## src/hw/tdc_pkg.sv

```systemverilog
// constants, tables and carrier types for the triple block cipher engine
`default_nettype none
package tdc_pkg;

   localparam int BLK_W  = 64;
   localparam int HALF_W = 32;
   localparam int CD_W   = 28;
   localparam int SUB_W  = 48;

   // 3 stages of 16 rounds, one round per enabled clock
   localparam logic [5:0] LAST_ROUND  = 6'h2F;
   localparam logic [3:0] STAGE_LAST  = 4'hF;
   localparam logic [1:0] STAGE_MID   = 2'h1;
   localparam logic [1:0] STAGE_FIRST = 2'h0;
   localparam int         CALC_CYCLES = 48;

   // cumulative key rotation before each round
   localparam int CUM_SHIFT [16] = '{1, 2, 4, 6, 8, 10, 12, 14, 15, 17, 19, 21, 23, 25, 27, 28};

   localparam int P_TBL [32] = '{16, 7, 20, 21, 29, 12, 28, 17, 1, 15, 23, 26, 5, 18, 31, 10,
                                 2, 8, 24, 14, 32, 27, 3, 9, 19, 13, 30, 6, 22, 11, 4, 25};

   localparam int PC1_TBL [56] = '{57, 49, 41, 33, 25, 17, 9, 1, 58, 50, 42, 34, 26, 18,
                                   10, 2, 59, 51, 43, 35, 27, 19, 11, 3, 60, 52, 44, 36,
                                   63, 55, 47, 39, 31, 23, 15, 7, 62, 54, 46, 38, 30, 22,
                                   14, 6, 61, 53, 45, 37, 29, 21, 13, 5, 28, 20, 12, 4};

   localparam int PC2_TBL [48] = '{14, 17, 11, 24, 1, 5, 3, 28, 15, 6, 21, 10,
                                   23, 19, 12, 4, 26, 8, 16, 7, 27, 20, 13, 2,
                                   41, 52, 31, 37, 47, 55, 30, 40, 51, 45, 33, 48,
                                   44, 49, 39, 56, 34, 53, 46, 42, 50, 36, 29, 32};

   // substitution boxes, entry 0 in the top nibble, index = row * 16 + column
   localparam logic [255:0] SBOX [8] = '{
      256'hE4D1_2FB8_3A6C_5907_0F74_E2D1_A6CB_9538_41E8_D62B_FC97_3A50_FC82_4917_5B3E_A06D,
      256'hF18E_6B34_972D_C05A_3D47_F28E_C01A_69B5_0E7B_A4D1_58C6_932F_D8A1_3F42_B67C_05E9,
      256'hA09E_63F5_1DC7_B428_D709_346A_285E_CBF1_D649_8F30_B12C_5AE7_1AD0_6987_4FE3_B52C,
      256'h7DE3_069A_1285_BC4F_D8B5_6F03_472C_1AE9_A690_CB7D_F13E_5284_3F06_A1D8_945B_C72E,
      256'h2C41_7AB6_853F_D0E9_EB2C_47D1_50FA_3986_421B_AD78_F9C5_630E_B8C7_1E2D_6F09_A453,
      256'hC1AF_9268_0D34_E75B_AF42_7C95_61DE_0B38_9EF5_28C3_704A_1DB6_432C_95FA_BE17_608D,
      256'h4B2E_F08D_3C97_5A61_D0B7_491A_E35C_2F86_14BD_C37E_AF68_0592_6BD8_14A7_950F_E23C,
      256'hD284_6FB1_A93E_50C7_1FD8_A374_C56B_0E92_7B41_9CE2_06AD_F358_21E7_4A8D_FC90_356B};

   typedef struct packed {
      logic [63:0] k1;
      logic [63:0] k2;
      logic [63:0] k3;
   } tdc_keys_t;

   typedef struct packed {
      logic decrypt;
      logic two_key;
   } tdc_mode_t;

endpackage : tdc_pkg
`default_nettype wire

```

## src/hw/tdc_triple_cipher.sv

```systemverilog
// triple block algorithm engine: ede over three single-cipher stages
// Functional notes
// three independent keys drive the three single-cipher stages when two-key mode is off.
// in two-key mode the first key is reused for the third stage.
// software loads every key (56 effective bits each, parity ignored) before starting.
// encryption turns one loaded 8-byte block into 8 ciphertext bytes held for reading.
// decryption turns one loaded 8-byte block into 8 plaintext bytes held for reading.
// a calculation always takes the same number of cycles whatever key or data.
// start begins a calculation, busy stands until the result is valid, done then rises,
//      and key or data loads while busy are ignored.
`timescale 1ns/1ps
`default_nettype none
module tdc_triple_cipher
   import tdc_pkg::*;
(
   // clock and reset
   input  wire logic              ref_clk,
   input  wire logic              resetn,
   input  wire logic              ce,
   // loading
   input  wire logic              key_load,
   input  wire tdc_keys_t         keys_in,
   input  wire logic              data_load,
   input  wire logic [BLK_W-1:0]  data_in,
   // control
   input  wire logic              start,
   input  wire tdc_mode_t         mode_in,
   // status and result
   output var  logic              busy,
   output var  logic              done,
   output var  logic [BLK_W-1:0]  result
);

   function automatic logic [63:0] perm_ip(input logic [63:0] x);
      logic [63:0] y;
      int          src;
      y = '0;
      for (int i = 0; i < 64; i++)
      begin
         src = (((i / 8) < 4) ? (58 + 2 * (i / 8)) : (57 + 2 * (i / 8 - 4))) - 8 * (i % 8);
         y[63-i] = x[64-src];
      end
      return y;
   endfunction : perm_ip

   function automatic logic [63:0] perm_fp(input logic [63:0] x);
      logic [63:0] y;
      int          src;
      y = '0;
      for (int i = 0; i < 64; i++)
      begin
         src = (((i / 8) < 4) ? (58 + 2 * (i / 8)) : (57 + 2 * (i / 8 - 4))) - 8 * (i % 8);
         y[64-src] = x[63-i];
      end
      return y;
   endfunction : perm_fp

   function automatic logic [27:0] rotl28(input logic [27:0] x, input int n);
      logic [55:0] t;
      t = {x, x} << n;
      return t[55:28];
   endfunction : rotl28

   // round function: expand, mix key, substitute, permute
   function automatic logic [31:0] feistel(input logic [31:0] r, input logic [47:0] k);
      logic [47:0] e;
      logic [31:0] s;
      logic [31:0] p;
      logic [5:0]  b;
      logic [5:0]  idx;
      e = '0;
      s = '0;
      p = '0;
      b = '0;
      idx = '0;
      for (int i = 0; i < 48; i++)
         e[47-i] = r[31-((4 * (i / 6) + (i % 6) + 31) % 32)];
      e = e ^ k;
      for (int j = 0; j < 8; j++)
      begin
         b = e[47-6*j -: 6];
         idx = {b[5], b[0], b[4:1]};
         s[31-4*j -: 4] = SBOX[j][255-4*idx -: 4];
      end
      for (int i = 0; i < 32; i++)
         p[31-i] = s[32-P_TBL[i]];
      return p;
   endfunction : feistel

   tdc_keys_t          key_reg;
   logic [BLK_W-1:0]   data_reg;
   tdc_mode_t          mode_reg;
   logic [HALF_W-1:0]  l_reg;
   logic [HALF_W-1:0]  r_reg;
   logic [5:0]         rnd_reg;
   logic               busy_reg;
   logic               done_reg;
   logic [BLK_W-1:0]   result_reg;

   logic               accept;
   logic               finish;
   logic [1:0]         stage;
   logic [3:0]         rsub;
   logic               dec_stage;
   logic [63:0]        stage_key;
   logic [55:0]        cd;
   logic [3:0]         kstep;
   logic [SUB_W-1:0]   subkey;
   logic [HALF_W-1:0]  fout;
   logic [BLK_W-1:0]   ip_out;

   assign accept = ce && start && !busy_reg;
   assign finish = ce && busy_reg && (rnd_reg == LAST_ROUND);
   assign stage  = rnd_reg[5:4];
   assign rsub   = rnd_reg[3:0];
   assign ip_out = perm_ip(data_reg);

   // stage key and direction: ede for encryption, ded with keys reversed for decryption
   always_comb
   begin
      logic [55:0] rot;
      rot = '0;
      dec_stage = (stage == STAGE_MID) ^ mode_reg.decrypt;
      unique case (stage)
         STAGE_FIRST: stage_key = mode_reg.decrypt
                                  ? (mode_reg.two_key ? key_reg.k1 : key_reg.k3)
                                  : key_reg.k1;
         STAGE_MID:   stage_key = key_reg.k2;
         default:     stage_key = mode_reg.decrypt ? key_reg.k1
                                  : (mode_reg.two_key ? key_reg.k1 : key_reg.k3);
      endcase
      cd = '0;
      for (int i = 0; i < 56; i++)
         cd[55-i] = stage_key[64-PC1_TBL[i]];                    // parity bits dropped
      // decryption walks the schedule backwards instead of rotating right
      kstep = dec_stage ? (STAGE_LAST - rsub) : rsub;
      rot = {rotl28(cd[55:28], CUM_SHIFT[kstep]), rotl28(cd[27:0], CUM_SHIFT[kstep])};
      subkey = '0;
      for (int i = 0; i < 48; i++)
         subkey[47-i] = rot[56-PC2_TBL[i]];
   end

   assign fout = feistel(r_reg, subkey);

   // key and block holding; writes while busy are dropped
   always_ff @(posedge ref_clk or negedge resetn)
   begin
      if (!resetn)
         key_reg <= '0;
      else if (ce && key_load && !busy_reg)
         key_reg <= keys_in;
   end

   always_ff @(posedge ref_clk or negedge resetn)
   begin
      if (!resetn)
         data_reg <= '0;
      else if (ce && data_load && !busy_reg)
         data_reg <= data_in;
   end

   // round engine: fixed 48 rounds, no data-dependent exits
   always_ff @(posedge ref_clk or negedge resetn)
   begin
      if (!resetn)
      begin
         l_reg    <= '0;
         r_reg    <= '0;
         rnd_reg  <= '0;
         busy_reg <= 1'b0;
         mode_reg <= '0;
      end
      else if (accept)
      begin
         l_reg    <= ip_out[63:32];
         r_reg    <= ip_out[31:0];
         rnd_reg  <= '0;
         busy_reg <= 1'b1;
         mode_reg <= mode_in;
      end
      else if (ce && busy_reg)
      begin
         // the unswapped last round of each stage stands in for fp then ip between stages
         if (rsub == STAGE_LAST)
            l_reg <= l_reg ^ fout;
         else
         begin
            l_reg <= r_reg;
            r_reg <= l_reg ^ fout;
         end
         rnd_reg <= rnd_reg + 6'h01;
         if (rnd_reg == LAST_ROUND)
            busy_reg <= 1'b0;
      end
   end

   // result and completion flag; the flag clears when the next calculation starts
   always_ff @(posedge ref_clk or negedge resetn)
   begin
      if (!resetn)
      begin
         result_reg <= '0;
         done_reg   <= 1'b0;
      end
      else if (finish)
      begin
         result_reg <= perm_fp({l_reg ^ fout, r_reg});
         done_reg   <= 1'b1;
      end
      else if (accept)
         done_reg <= 1'b0;
   end

   assign busy   = busy_reg;
   assign done   = done_reg;
   assign result = result_reg;

   // ce stalls stretch time, so the checks below stand down while it is low
   // the flags change at the 48th edge after the start, so they are seen one edge later
   calc_latency_a: assert property (@(posedge ref_clk) disable iff (!resetn || !ce)
      accept |-> ##49 (!busy_reg && done_reg))
      else $error("calculation did not finish in 48 cycles");

   calc_busy_a: assert property (@(posedge ref_clk) disable iff (!resetn || !ce)
      accept |=> busy_reg[*8] ##39 busy_reg)
      else $error("busy dropped early");

   done_on_fall_a: assert property (@(posedge ref_clk) disable iff (!resetn || !ce)
      $fell(busy_reg) |-> done_reg && $changed(rnd_reg))
      else $error("busy fell without completion");

   key_lock_a: assert property (@(posedge ref_clk) disable iff (!resetn || !ce)
      (busy_reg && key_load) |=> $stable(key_reg))
      else $error("key changed while busy");

   data_lock_a: assert property (@(posedge ref_clk) disable iff (!resetn || !ce)
      (busy_reg && data_load) |=> $stable(data_reg))
      else $error("data changed while busy");

   result_hold_a: assert property (@(posedge ref_clk) disable iff (!resetn || !ce)
      (done_reg && !finish) |=> $stable(result_reg))
      else $error("result moved while held");

   two_key_use_a: assert property (@(posedge ref_clk) disable iff (!resetn || !ce)
      (busy_reg && mode_reg.two_key && stage != STAGE_MID) |-> stage_key == key_reg.k1)
      else $error("two-key mode used a third key");

   three_key_use_a: assert property (@(posedge ref_clk) disable iff (!resetn || !ce)
      (busy_reg && !mode_reg.two_key && !mode_reg.decrypt && stage == 2'h2)
         |-> stage_key == key_reg.k3)
      else $error("third stage did not use third key");

   stage_dir_a: assert property (@(posedge ref_clk) disable iff (!resetn || !ce)
      (busy_reg && stage == STAGE_MID) |-> dec_stage == !mode_reg.decrypt)
      else $error("middle stage ran in the wrong direction");

   start_ignored_a: assert property (@(posedge ref_clk) disable iff (!resetn || !ce)
      (busy_reg && start && rnd_reg != LAST_ROUND) |=> busy_reg && rnd_reg == $past(rnd_reg) + 6'h01)
      else $error("start restarted a running calculation");

   enc_done_c: cover property (@(posedge ref_clk) finish && !mode_reg.decrypt);
   dec_done_c: cover property (@(posedge ref_clk) finish && mode_reg.decrypt);
   two_key_c:  cover property (@(posedge ref_clk) finish && mode_reg.two_key);
   key_drop_c: cover property (@(posedge ref_clk) ce && busy_reg && key_load);

endmodule : tdc_triple_cipher
`default_nettype wire

```

## config.mk

```make
export PLATFORM = sky130hd
export DESIGN_NAME = tdc_triple_cipher
export DESIGN_NICKNAME = d
export VERILOG_FILES = /design/src/hw/tdc_pkg.sv /design/src/hw/tdc_triple_cipher.sv
export SDC_FILE = /design/constraint.sdc
export NUM_CORES = 1
export LEC_CHECK = 0
export BUFFER_PORTS_ARGS = -buffer_cell sky130_fd_sc_hd__buf_4
export CORE_ASPECT_RATIO = 1.4
export CORE_MARGIN = 3
export CORE_UTILIZATION = 45
export DETAILED_ROUTE_END_ITERATION = 8
export GPL_TIMING_DRIVEN = 1
export PLACE_DENSITY = 0.71
export SLEW_MARGIN = 20
export SYNTH_ARGS = -nofsm -noshare
export SYNTH_HDL_FRONTEND = slang
export SYNTH_SLANG_ARGS = --single-unit
```

## constraint.sdc

```tcl
create_clock -name ref_clk -period 9.8 [get_ports ref_clk]
set_clock_uncertainty 0.2 [all_clocks]
set_input_delay 0.98 -clock ref_clk [delete_from_list [all_inputs] [get_ports ref_clk]]
set_output_delay 0.98 -clock ref_clk [all_outputs]
set_load 0.02 [all_outputs]
```

==> qor.json, run 1 <==
{
  "synth.yosys.warnings": {"value": 0},
  "cap_viol_max_count": {"value": 0},
  "syn_inst": {"value": 2792},
  "routed_wire_length_per_instance": {"value": 25.01, "unit": "microns"},
  "cts_buffer_depth": {"value": 3},
  "grt_pass1_wl": {"value": 140.3, "unit": "mm"},
  "setup_violations": {"value": 0},
  "number_of_storage_elements_in_the_synthesis_netlist": {"value": 370},
  "synth_enable_flop_cells": {"value": 0},
  "cell_taking_the_most_area_after_synthesis": {"value": "sky130_fd_sc_hd__dfrtp_1"},
  "final.setup.tns": {"value": 0, "unit": "ns"},
  "gp_congestion": {"value": 1.015},
  "worst_setup_path_end_kind": {"value": "register"},
  "detailedRoute.firstIterationViolations": {"value": 2553},
  "max_slew.worst_pin.slew": {"value": 1.200, "unit": "ns"},
  "largest_register_ff_count": {"value": 168},
  "clock_latency": {"value": 0.58, "unit": "ns"},
  "buffer_ports.inserted": {"value": 305},
  "mappedNetlistArea": {"value": 0.02695, "unit": "sq mm"},
  "die_w": {"value": 212.8, "unit": "microns"},
  "run_status": {"value": "finished, final reports clean"},
  "postRouteWirelength": {"value": 93.00, "unit": "mm"},
  "worst_hold_path_type": {"value": "input port to asynchronous set/reset pin"},
  "groute.usage.overall": {"value": 28.34, "unit": "%"},
  "gr-total-overflow": {"value": 0},
  "cts-htree-levels": {"value": 2},
  "firstDrtPassIters": {"value": 5},
  "grt_pass1_vias": {"value": 23929},
  "initial_core_util": {"value": 45.70, "unit": "%"},
  "synth_flop_cell": {"value": "sky130_fd_sc_hd__dfrtp_1"},
  "share_of_the_synthesized_area_in_the_top_cell_type": {"value": 34.35, "unit": "%"},
  "timing.max_slew.rel_slack": {"value": 17.92, "unit": "%"},
  "crit_type": {"value": "register to register"},
  "grt_max_degree": {"value": 114},
  "grt_use_met1": {"value": 34.37, "unit": "%"},
  "async_flop_share": {"value": 100.0, "unit": "%"},
  "route.detailed.vias_per_inst": {"value": 6.543},
  "drcViolationCount": {"value": 0},
  "crit_path_arrival_time": {"value": 7.46, "unit": "ns"},
  "start_kind": {"value": "register"},
  "ys_types": {"value": 106},
  "fraction_of_layout_instances_using_a_drive_strength_above_1": {"value": 27.05, "unit": "%"},
  "pre_cts_ws": {"value": 2.626, "unit": "ns"},
  "post_synth.cell_area_avg": {"value": 9.654, "unit": "sq um"},
  "clkSlewWorstSetupHoldPaths": {"value": 0.07, "unit": "ns"},
  "postCtsResizedCells": {"value": 0},
  "final.hold.worst_slack": {"value": 0.2763, "unit": "ns"},
  "synthMostInstantiatedCell": {"value": "sky130_fd_sc_hd__dfrtp_1"},
  "postCtsSetupRepairBufs": {"value": 0},
  "dieArea": {"value": 0.06291, "unit": "sq mm"},
  "core_area": {"value": 0.05899, "unit": "sq mm"},
  "root_driver": {"value": "sky130_fd_sc_hd__clkbuf_16"},
  "synth_fp_nets": {"value": 3104},
  "period_share": {"value": 74.14, "unit": "%"},
  "detailed_place_hpwl": {"value": 69.08, "unit": "mm"},
  "global_route.usage.met2": {"value": 49.11, "unit": "%"},
  "nFillCells": {"value": 5276},
  "most_crowded_layer_after_global_routing": {"value": "met2"},
  "synth-seq-area-share": {"value": 34.35, "unit": "%"},
  "slew_violations": {"value": 0},
  "groute.layer.met3.usage": {"value": 3.482, "unit": "%"},
  "standard_cell_area_after_detailed_placement": {"value": 0.02949, "unit": "sq mm"},
  "antennaDiodeCount": {"value": 0},
  "tritoncts_buffer_count": {"value": 39},
  "route.vias.total": {"value": 24326},
  "cell_types_with_the_largest_area_share_after_synthesis": {"value": "sky130_fd_sc_hd__dfrtp_1, sky130_fd_sc_hd__mux2_2, sky130_fd_sc_hd__mux2i_1, sky130_fd_sc_hd__nand2_1, sky130_fd_sc_hd__o21ai_0"},
  "num_rows": {"value": 105},
  "grt_setup_unrepaired": {"value": "false"},
  "timing.final.hold_violations": {"value": 0},
  "antenna_violations_before_repair": {"value": 0},
  "hold_buffers": {"value": 0},
  "tritoncts": {"value": "built"},
  "critical_path_fanouts_max": {"value": 38},
  "post_synth_most_frequent_cells": {"value": "sky130_fd_sc_hd__dfrtp_1, sky130_fd_sc_hd__mux2_2, sky130_fd_sc_hd__nand2_1"},
  "die_y": {"value": 295.6, "unit": "microns"},
  "fmaxAchievable": {"value": 137.6, "unit": "MHz"},
  "multiInputGateArea": {"value": 0.01648, "unit": "sq mm"},
  "final_cell_area": {"value": 0.03078, "unit": "sq mm"},
  "worst-endpoint-required": {"value": 10.00, "unit": "ns"},
  "clkSinkCount": {"value": 370},
  "postRouteAntennaNets": {"value": 0},
  "fin_nets": {"value": 3259},
  "postLayoutSetupSlackWorst": {"value": 2.534, "unit": "ns"},
  "final-seq-area": {"value": 0.009266, "unit": "sq mm"},
  "area.growth.synth_to_final": {"value": 14.18, "unit": "%"},
  "ioPinCount": {"value": 330},
  "timing.final.crit_period": {"value": 7.266, "unit": "ns"}
}
-- critical path, cell delays in order (launching register included) --
cell and delay [ns]:
sky130_fd_sc_hd__dfrtp_2 0.77, sky130_fd_sc_hd__nor2b_1 0.20, sky130_fd_sc_hd__buf_4 0.29, sky130_fd_sc_hd__xnor2_2 0.29
sky130_fd_sc_hd__xnor2_2 0.70, sky130_fd_sc_hd__buf_4 0.43, sky130_fd_sc_hd__mux2i_1 0.53, sky130_fd_sc_hd__a211oi_1 0.29
sky130_fd_sc_hd__a221oi_1 0.34, sky130_fd_sc_hd__a21oi_1 0.16, sky130_fd_sc_hd__xnor2_1 0.87, sky130_fd_sc_hd__inv_1 0.37
sky130_fd_sc_hd__ha_1 0.32, sky130_fd_sc_hd__a221oi_1 0.29, sky130_fd_sc_hd__a21oi_1 0.07, sky130_fd_sc_hd__o31ai_1 0.29
sky130_fd_sc_hd__o22ai_1 0.21, sky130_fd_sc_hd__xnor2_1 0.29, sky130_fd_sc_hd__o21ai_0 0.14
-- metrics by stage --
stage          cells  utilization (%)
2_1_floorplan   2792                -
4_1_cts         3718            52.10
6_report        3718            52.17
3_3_place_gp    3655            49.97
3_5_place_dp    3655            49.99
5_1_grt         3718            52.17
-- logic make-up after synthesis --
group | share of synthesized area, %
and+or+nand+nor | 14.61
muxes | 19.58
xor gates and xnor gates | 4.401
AOI/OAI and AO/OA | 19.70
buffers and inverters | 5.129
DFF | 34.35
adders and majority gates | 2.228
-- layer usage --
layer / wire length, microns / vias to the layer above
met5: 0 / -
met4: 5668 / 0
met3: 5342 / 230
met2: 45860 / 1120
met1: 36130 / 12081
li1: - / 10895
-- placed cells by master (no fill, tap or decap), types with 11 or more instances in the layout --
cell type / Yosys / layout
sky130_fd_sc_hd__and3_1: 15 / 15
sky130_fd_sc_hd__a22oi_1: 66 / 66
sky130_fd_sc_hd__xor2_1: 29 / 26
sky130_fd_sc_hd__mux4_2: 16 / 16
sky130_fd_sc_hd__o21ai_0: 146 / 146
sky130_fd_sc_hd__inv_1: 35 / 35
sky130_fd_sc_hd__clkbuf_16: 0 / 40
sky130_fd_sc_hd__o21ai_1: 24 / 24
sky130_fd_sc_hd__a22o_1: 23 / 23
sky130_fd_sc_hd__a211oi_1: 45 / 45
sky130_fd_sc_hd__o211ai_1: 43 / 43
sky130_fd_sc_hd__and2_1: 32 / 31
sky130_fd_sc_hd__o221ai_1: 18 / 18
sky130_fd_sc_hd__a21o_1: 16 / 16
sky130_fd_sc_hd__mux2_2: 256 / 256
sky130_fd_sc_hd__a222oi_1: 23 / 23
sky130_fd_sc_hd__nand3_1: 78 / 78
sky130_fd_sc_hd__xnor2_2: 9 / 16
sky130_fd_sc_hd__or4b_2: 29 / 29
sky130_fd_sc_hd__dfrtp_1: 370 / 366
sky130_fd_sc_hd__nand3b_1: 32 / 32
sky130_fd_sc_hd__a2111oi_0: 32 / 29
sky130_fd_sc_hd__nor3_1: 65 / 65
sky130_fd_sc_hd__o32ai_1: 15 / 15
sky130_fd_sc_hd__o22ai_1: 18 / 18
sky130_fd_sc_hd__buf_4: 24 / 352
sky130_fd_sc_hd__a21oi_1: 104 / 103
sky130_fd_sc_hd__a31oi_1: 11 / 11
sky130_fd_sc_hd__ha_1: 48 / 48
sky130_fd_sc_hd__nand2_1: 229 / 227
sky130_fd_sc_hd__xnor2_1: 77 / 69
sky130_fd_sc_hd__or2_2: 12 / 12
sky130_fd_sc_hd__nor2_1: 120 / 117
sky130_fd_sc_hd__mux2i_1: 202 / 201
sky130_fd_sc_hd__nand4_1: 64 / 64
sky130_fd_sc_hd__nand2b_1: 13 / 13
-- final timing paths --
kind                               end  slack [ns]  cells after the start        from
hold / removal             key_reg[82]        0.28                      1      resetn
max in group asynchronous    r_reg[19]        6.83                      3      resetn
hold reg to reg             result[31]        0.28                      2  result[31]
setup / recovery            result[26]        2.53                     18  rnd_reg[4]
min in group ref_clk        result[31]        0.28                      2  result[31]
setup reg to reg            result[26]        2.53                     18  rnd_reg[4]
-- area by class of cell --
class	instances	share of cell area, %
Tap cell	749	3.045
Inverter	40	0.4879
Clock buffer	49	3.525
Timing Repair Buffer	355	8.765
Sequential cell	370	30.11
Multi-Input combinational cell	2141	53.54
Clock inverter	14	0.5285
Power of run 1 is not shown: default switching activity piles up to over one toggle a cycle in this logic, so the estimate is an artifact.
==> run 2: changes to the inputs <==
==> constraint.sdc (replaced) <==
create_clock -name ref_clk -period 7.02 [get_ports ref_clk]
set_clock_uncertainty 0.2 [all_clocks]
set_input_delay 0.702 -clock ref_clk [delete_from_list [all_inputs] [get_ports ref_clk]]
set_output_delay 0.702 -clock ref_clk [all_outputs]
set_load 0.02 [all_outputs]
==> run 2 against run 1 <==
Clock-buffer cell count grew 5. Die area unchanged. Sequential cell count unchanged. Cell count increased by 2.1%. Critical path depth unchanged. Register-to-register slack got worse by 2.0 ns. Design area grew 1.9%. Setup slack got worse by 2.0 ns. Critical path type unchanged. Critical endpoint unchanged.
==> qor.json, run 2 (synthesis gave the netlist of run 1 again) <==
{
  "route.detailed.vias_per_inst": {"value": 6.415},
  "drcViolationCount": {"value": 0},
  "period_share": {"value": 92.72, "unit": "%"},
  "initial_core_util": {"value": 45.70, "unit": "%"},
  "crit_type": {"value": "register to register"},
  "most_crowded_layer_after_global_routing": {"value": "met2"},
  "standard_cell_area_after_detailed_placement": {"value": 0.03004, "unit": "sq mm"},
  "ioPinCount": {"value": 330},
  "timing.max_slew.rel_slack": {"value": 22.42, "unit": "%"},
  "worst_setup_path_end_kind": {"value": "register"},
  "nFillCells": {"value": 5248},
  "die_w": {"value": 212.8, "unit": "microns"},
  "dieArea": {"value": 0.06291, "unit": "sq mm"},
  "start_kind": {"value": "register"},
  "antenna_violations_before_repair": {"value": 0},
  "postLayoutSetupSlackWorst": {"value": 0.5114, "unit": "ns"},
  "detailedRoute.firstIterationViolations": {"value": 2444},
  "timing.final.hold_violations": {"value": 0},
  "routed_wire_length_per_instance": {"value": 24.88, "unit": "microns"},
  "tritoncts": {"value": "built"},
  "root_driver": {"value": "sky130_fd_sc_hd__clkbuf_16"},
  "clock_latency": {"value": 0.58, "unit": "ns"},
  "clkSinkCount": {"value": 370},
  "max_slew.worst_pin.slew": {"value": 1.164, "unit": "ns"},
  "core_area": {"value": 0.05899, "unit": "sq mm"},
  "groute.usage.overall": {"value": 29.24, "unit": "%"},
  "timing.critical_path.mode_cell": {"value": "sky130_fd_sc_hd__buf_4"},
  "grt_pass1_vias": {"value": 24143},
  "crit_path_arrival_time": {"value": 6.69, "unit": "ns"},
  "postRouteAntennaNets": {"value": 0},
  "grt_setup_unrepaired": {"value": "false"},
  "gp_congestion": {"value": 0.9500},
  "max_incr_delay_on_cp": {"value": 0.82, "unit": "ns"},
  "worstPathCellList": {"value": "xnor2_2, buf_4, buf_4, a2111oi_0, buf_4, nor3_1, a2111oi_0, a221oi_1, a21oi_1, xnor2_1, inv_1, ha_1, a221oi_1, a21oi_1, o31ai_1, o22ai_1, xnor2_1, o21ai_0"},
  "cts-htree-levels": {"value": 2},
  "fraction_of_layout_instances_using_a_drive_strength_above_1": {"value": 28.64, "unit": "%"},
  "global_route.usage.met2": {"value": 50.87, "unit": "%"},
  "cap_viol_max_count": {"value": 0},
  "timing.final.crit_period": {"value": 6.509, "unit": "ns"},
  "gr-total-overflow": {"value": 0},
  "grt_max_degree": {"value": 169},
  "clkSlewWorstSetupHoldPaths": {"value": 0.07, "unit": "ns"},
  "final.hold.worst_slack": {"value": 0.1175, "unit": "ns"},
  "firstDrtPassIters": {"value": 6},
  "fmaxAchievable": {"value": 153.6, "unit": "MHz"},
  "run_status": {"value": "finished, final reports clean"},
  "cts_buffer_depth": {"value": 3},
  "buffer_ports.inserted": {"value": 305},
  "detailed_place_hpwl": {"value": 71.61, "unit": "mm"},
  "groute.layer.met3.usage": {"value": 3.938, "unit": "%"},
  "grt_pass1_wl": {"value": 144.8, "unit": "mm"},
  "route.vias.total": {"value": 24358},
  "tritoncts_buffer_count": {"value": 39},
  "setup_violations": {"value": 0},
  "die_y": {"value": 295.6, "unit": "microns"},
  "postCtsSetupRepairBufs": {"value": 0},
  "area.growth.synth_to_final": {"value": 16.31, "unit": "%"},
  "fin_nets": {"value": 3330},
  "critical_path_fanouts_max": {"value": 20},
  "final_cell_area": {"value": 0.03135, "unit": "sq mm"},
  "worst-endpoint-required": {"value": 7.20, "unit": "ns"},
  "pre_cts_ws": {"value": 0.7223, "unit": "ns"},
  "worst_hold_path_type": {"value": "input port to register"},
  "mostFrequentLayoutCell": {"value": "sky130_fd_sc_hd__buf_4"},
  "postRouteWirelength": {"value": 94.47, "unit": "mm"},
  "final.setup.tns": {"value": 0, "unit": "ns"},
  "grt_use_met1": {"value": 35.74, "unit": "%"},
  "num_rows": {"value": 105},
  "timing.critical_path.slowest_stage_cell": {"value": "sky130_fd_sc_hd__dfrtp_1"},
  "largest_register_ff_count": {"value": 168},
  "antennaDiodeCount": {"value": 0},
  "layout.cells.most_common_list": {"value": "sky130_fd_sc_hd__buf_4, sky130_fd_sc_hd__dfrtp_1, sky130_fd_sc_hd__mux2_2, sky130_fd_sc_hd__nand2_1, sky130_fd_sc_hd__mux2i_1"},
  "slew_violations": {"value": 0}
}
## run 2: cell types whose count changed in the layout (fill, tap and decap cells not counted), moves of 2 or more
cell                         previous run  this run
sky130_fd_sc_hd__clkinvlp_4             1         3
sky130_fd_sc_hd__clkinv_4               3         0
sky130_fd_sc_hd__clkinv_2               3         7
sky130_fd_sc_hd__buf_4                352       420
sky130_fd_sc_hd__clkbuf_8               5         3
sky130_fd_sc_hd__buf_12                 2         4
sky130_fd_sc_hd__clkbuf_1               4        11
sky130_fd_sc_hd__a2111oi_0             29        32
sky130_fd_sc_hd__a2111oi_1              8         5
## run 2: path summary, 6_finish.rpt
check / start / end / slack, ns / cells past startpoint
max in group asynchronous: resetn / data_reg[36] / 4.56 / 3
worst min register to register: result[55] / result[55] / 0.28 / 2
worst min-delay path: mode_in[0] / mode_reg[0] / 0.12 / 3
worst max register to register: rnd_reg[3] / result[26] / 0.51 / 18
min in group asynchronous: resetn / key_reg[146] / 0.56 / 2
worst max-delay path: rnd_reg[3] / result[26] / 0.51 / 18
## run 2: final cells by class
type	instances	area, sq um	share of cell area, %
Timing Repair Buffer	426	3258	10.39
Clock inverter	17	192.7	0.6146
Clock buffer	54	1084	3.456
Sequential cell	370	9266	29.56
Multi-Input combinational cell	2141	16460	52.51
Inverter	40	150.1	0.4789
Tap cell	749	937.1	2.989
## run 2: critical path: cells and delay by family, from the launching register on
kind | cells | cell delay (ns)
AOI/OAI and AO/OA | 9 | 2.68
xor gates and xnor gates | 3 | 1.12
buffers and inverters | 4 | 1.10
DFF | 1 | 0.82
adders and majority gates | 1 | 0.31
and+or+nand+nor | 1 | 0.05
## run 2: layer usage
layer  vias up  share of wire [%]
li1      11078                  -
met1     11991                 39
met2      1059                 50
met3       230                5.5
met4         0                5.5
met5         -                  0
## run 2: repair_timing
item | CTS | global route
hold endpoints to repair | 23 | 0
hold buffers | 1 | 0
resized for setup | 0 | 0
## run 2: per-stage QoR
stage	util [%]	cells
after floorplan	-	2792
after global placement	50.91	3725
after detailed placement	50.92	3725
after CTS	53.10	3797
after global routing	53.15	3797
final	53.15	3797
Power of run 2 is left out for the same reason.
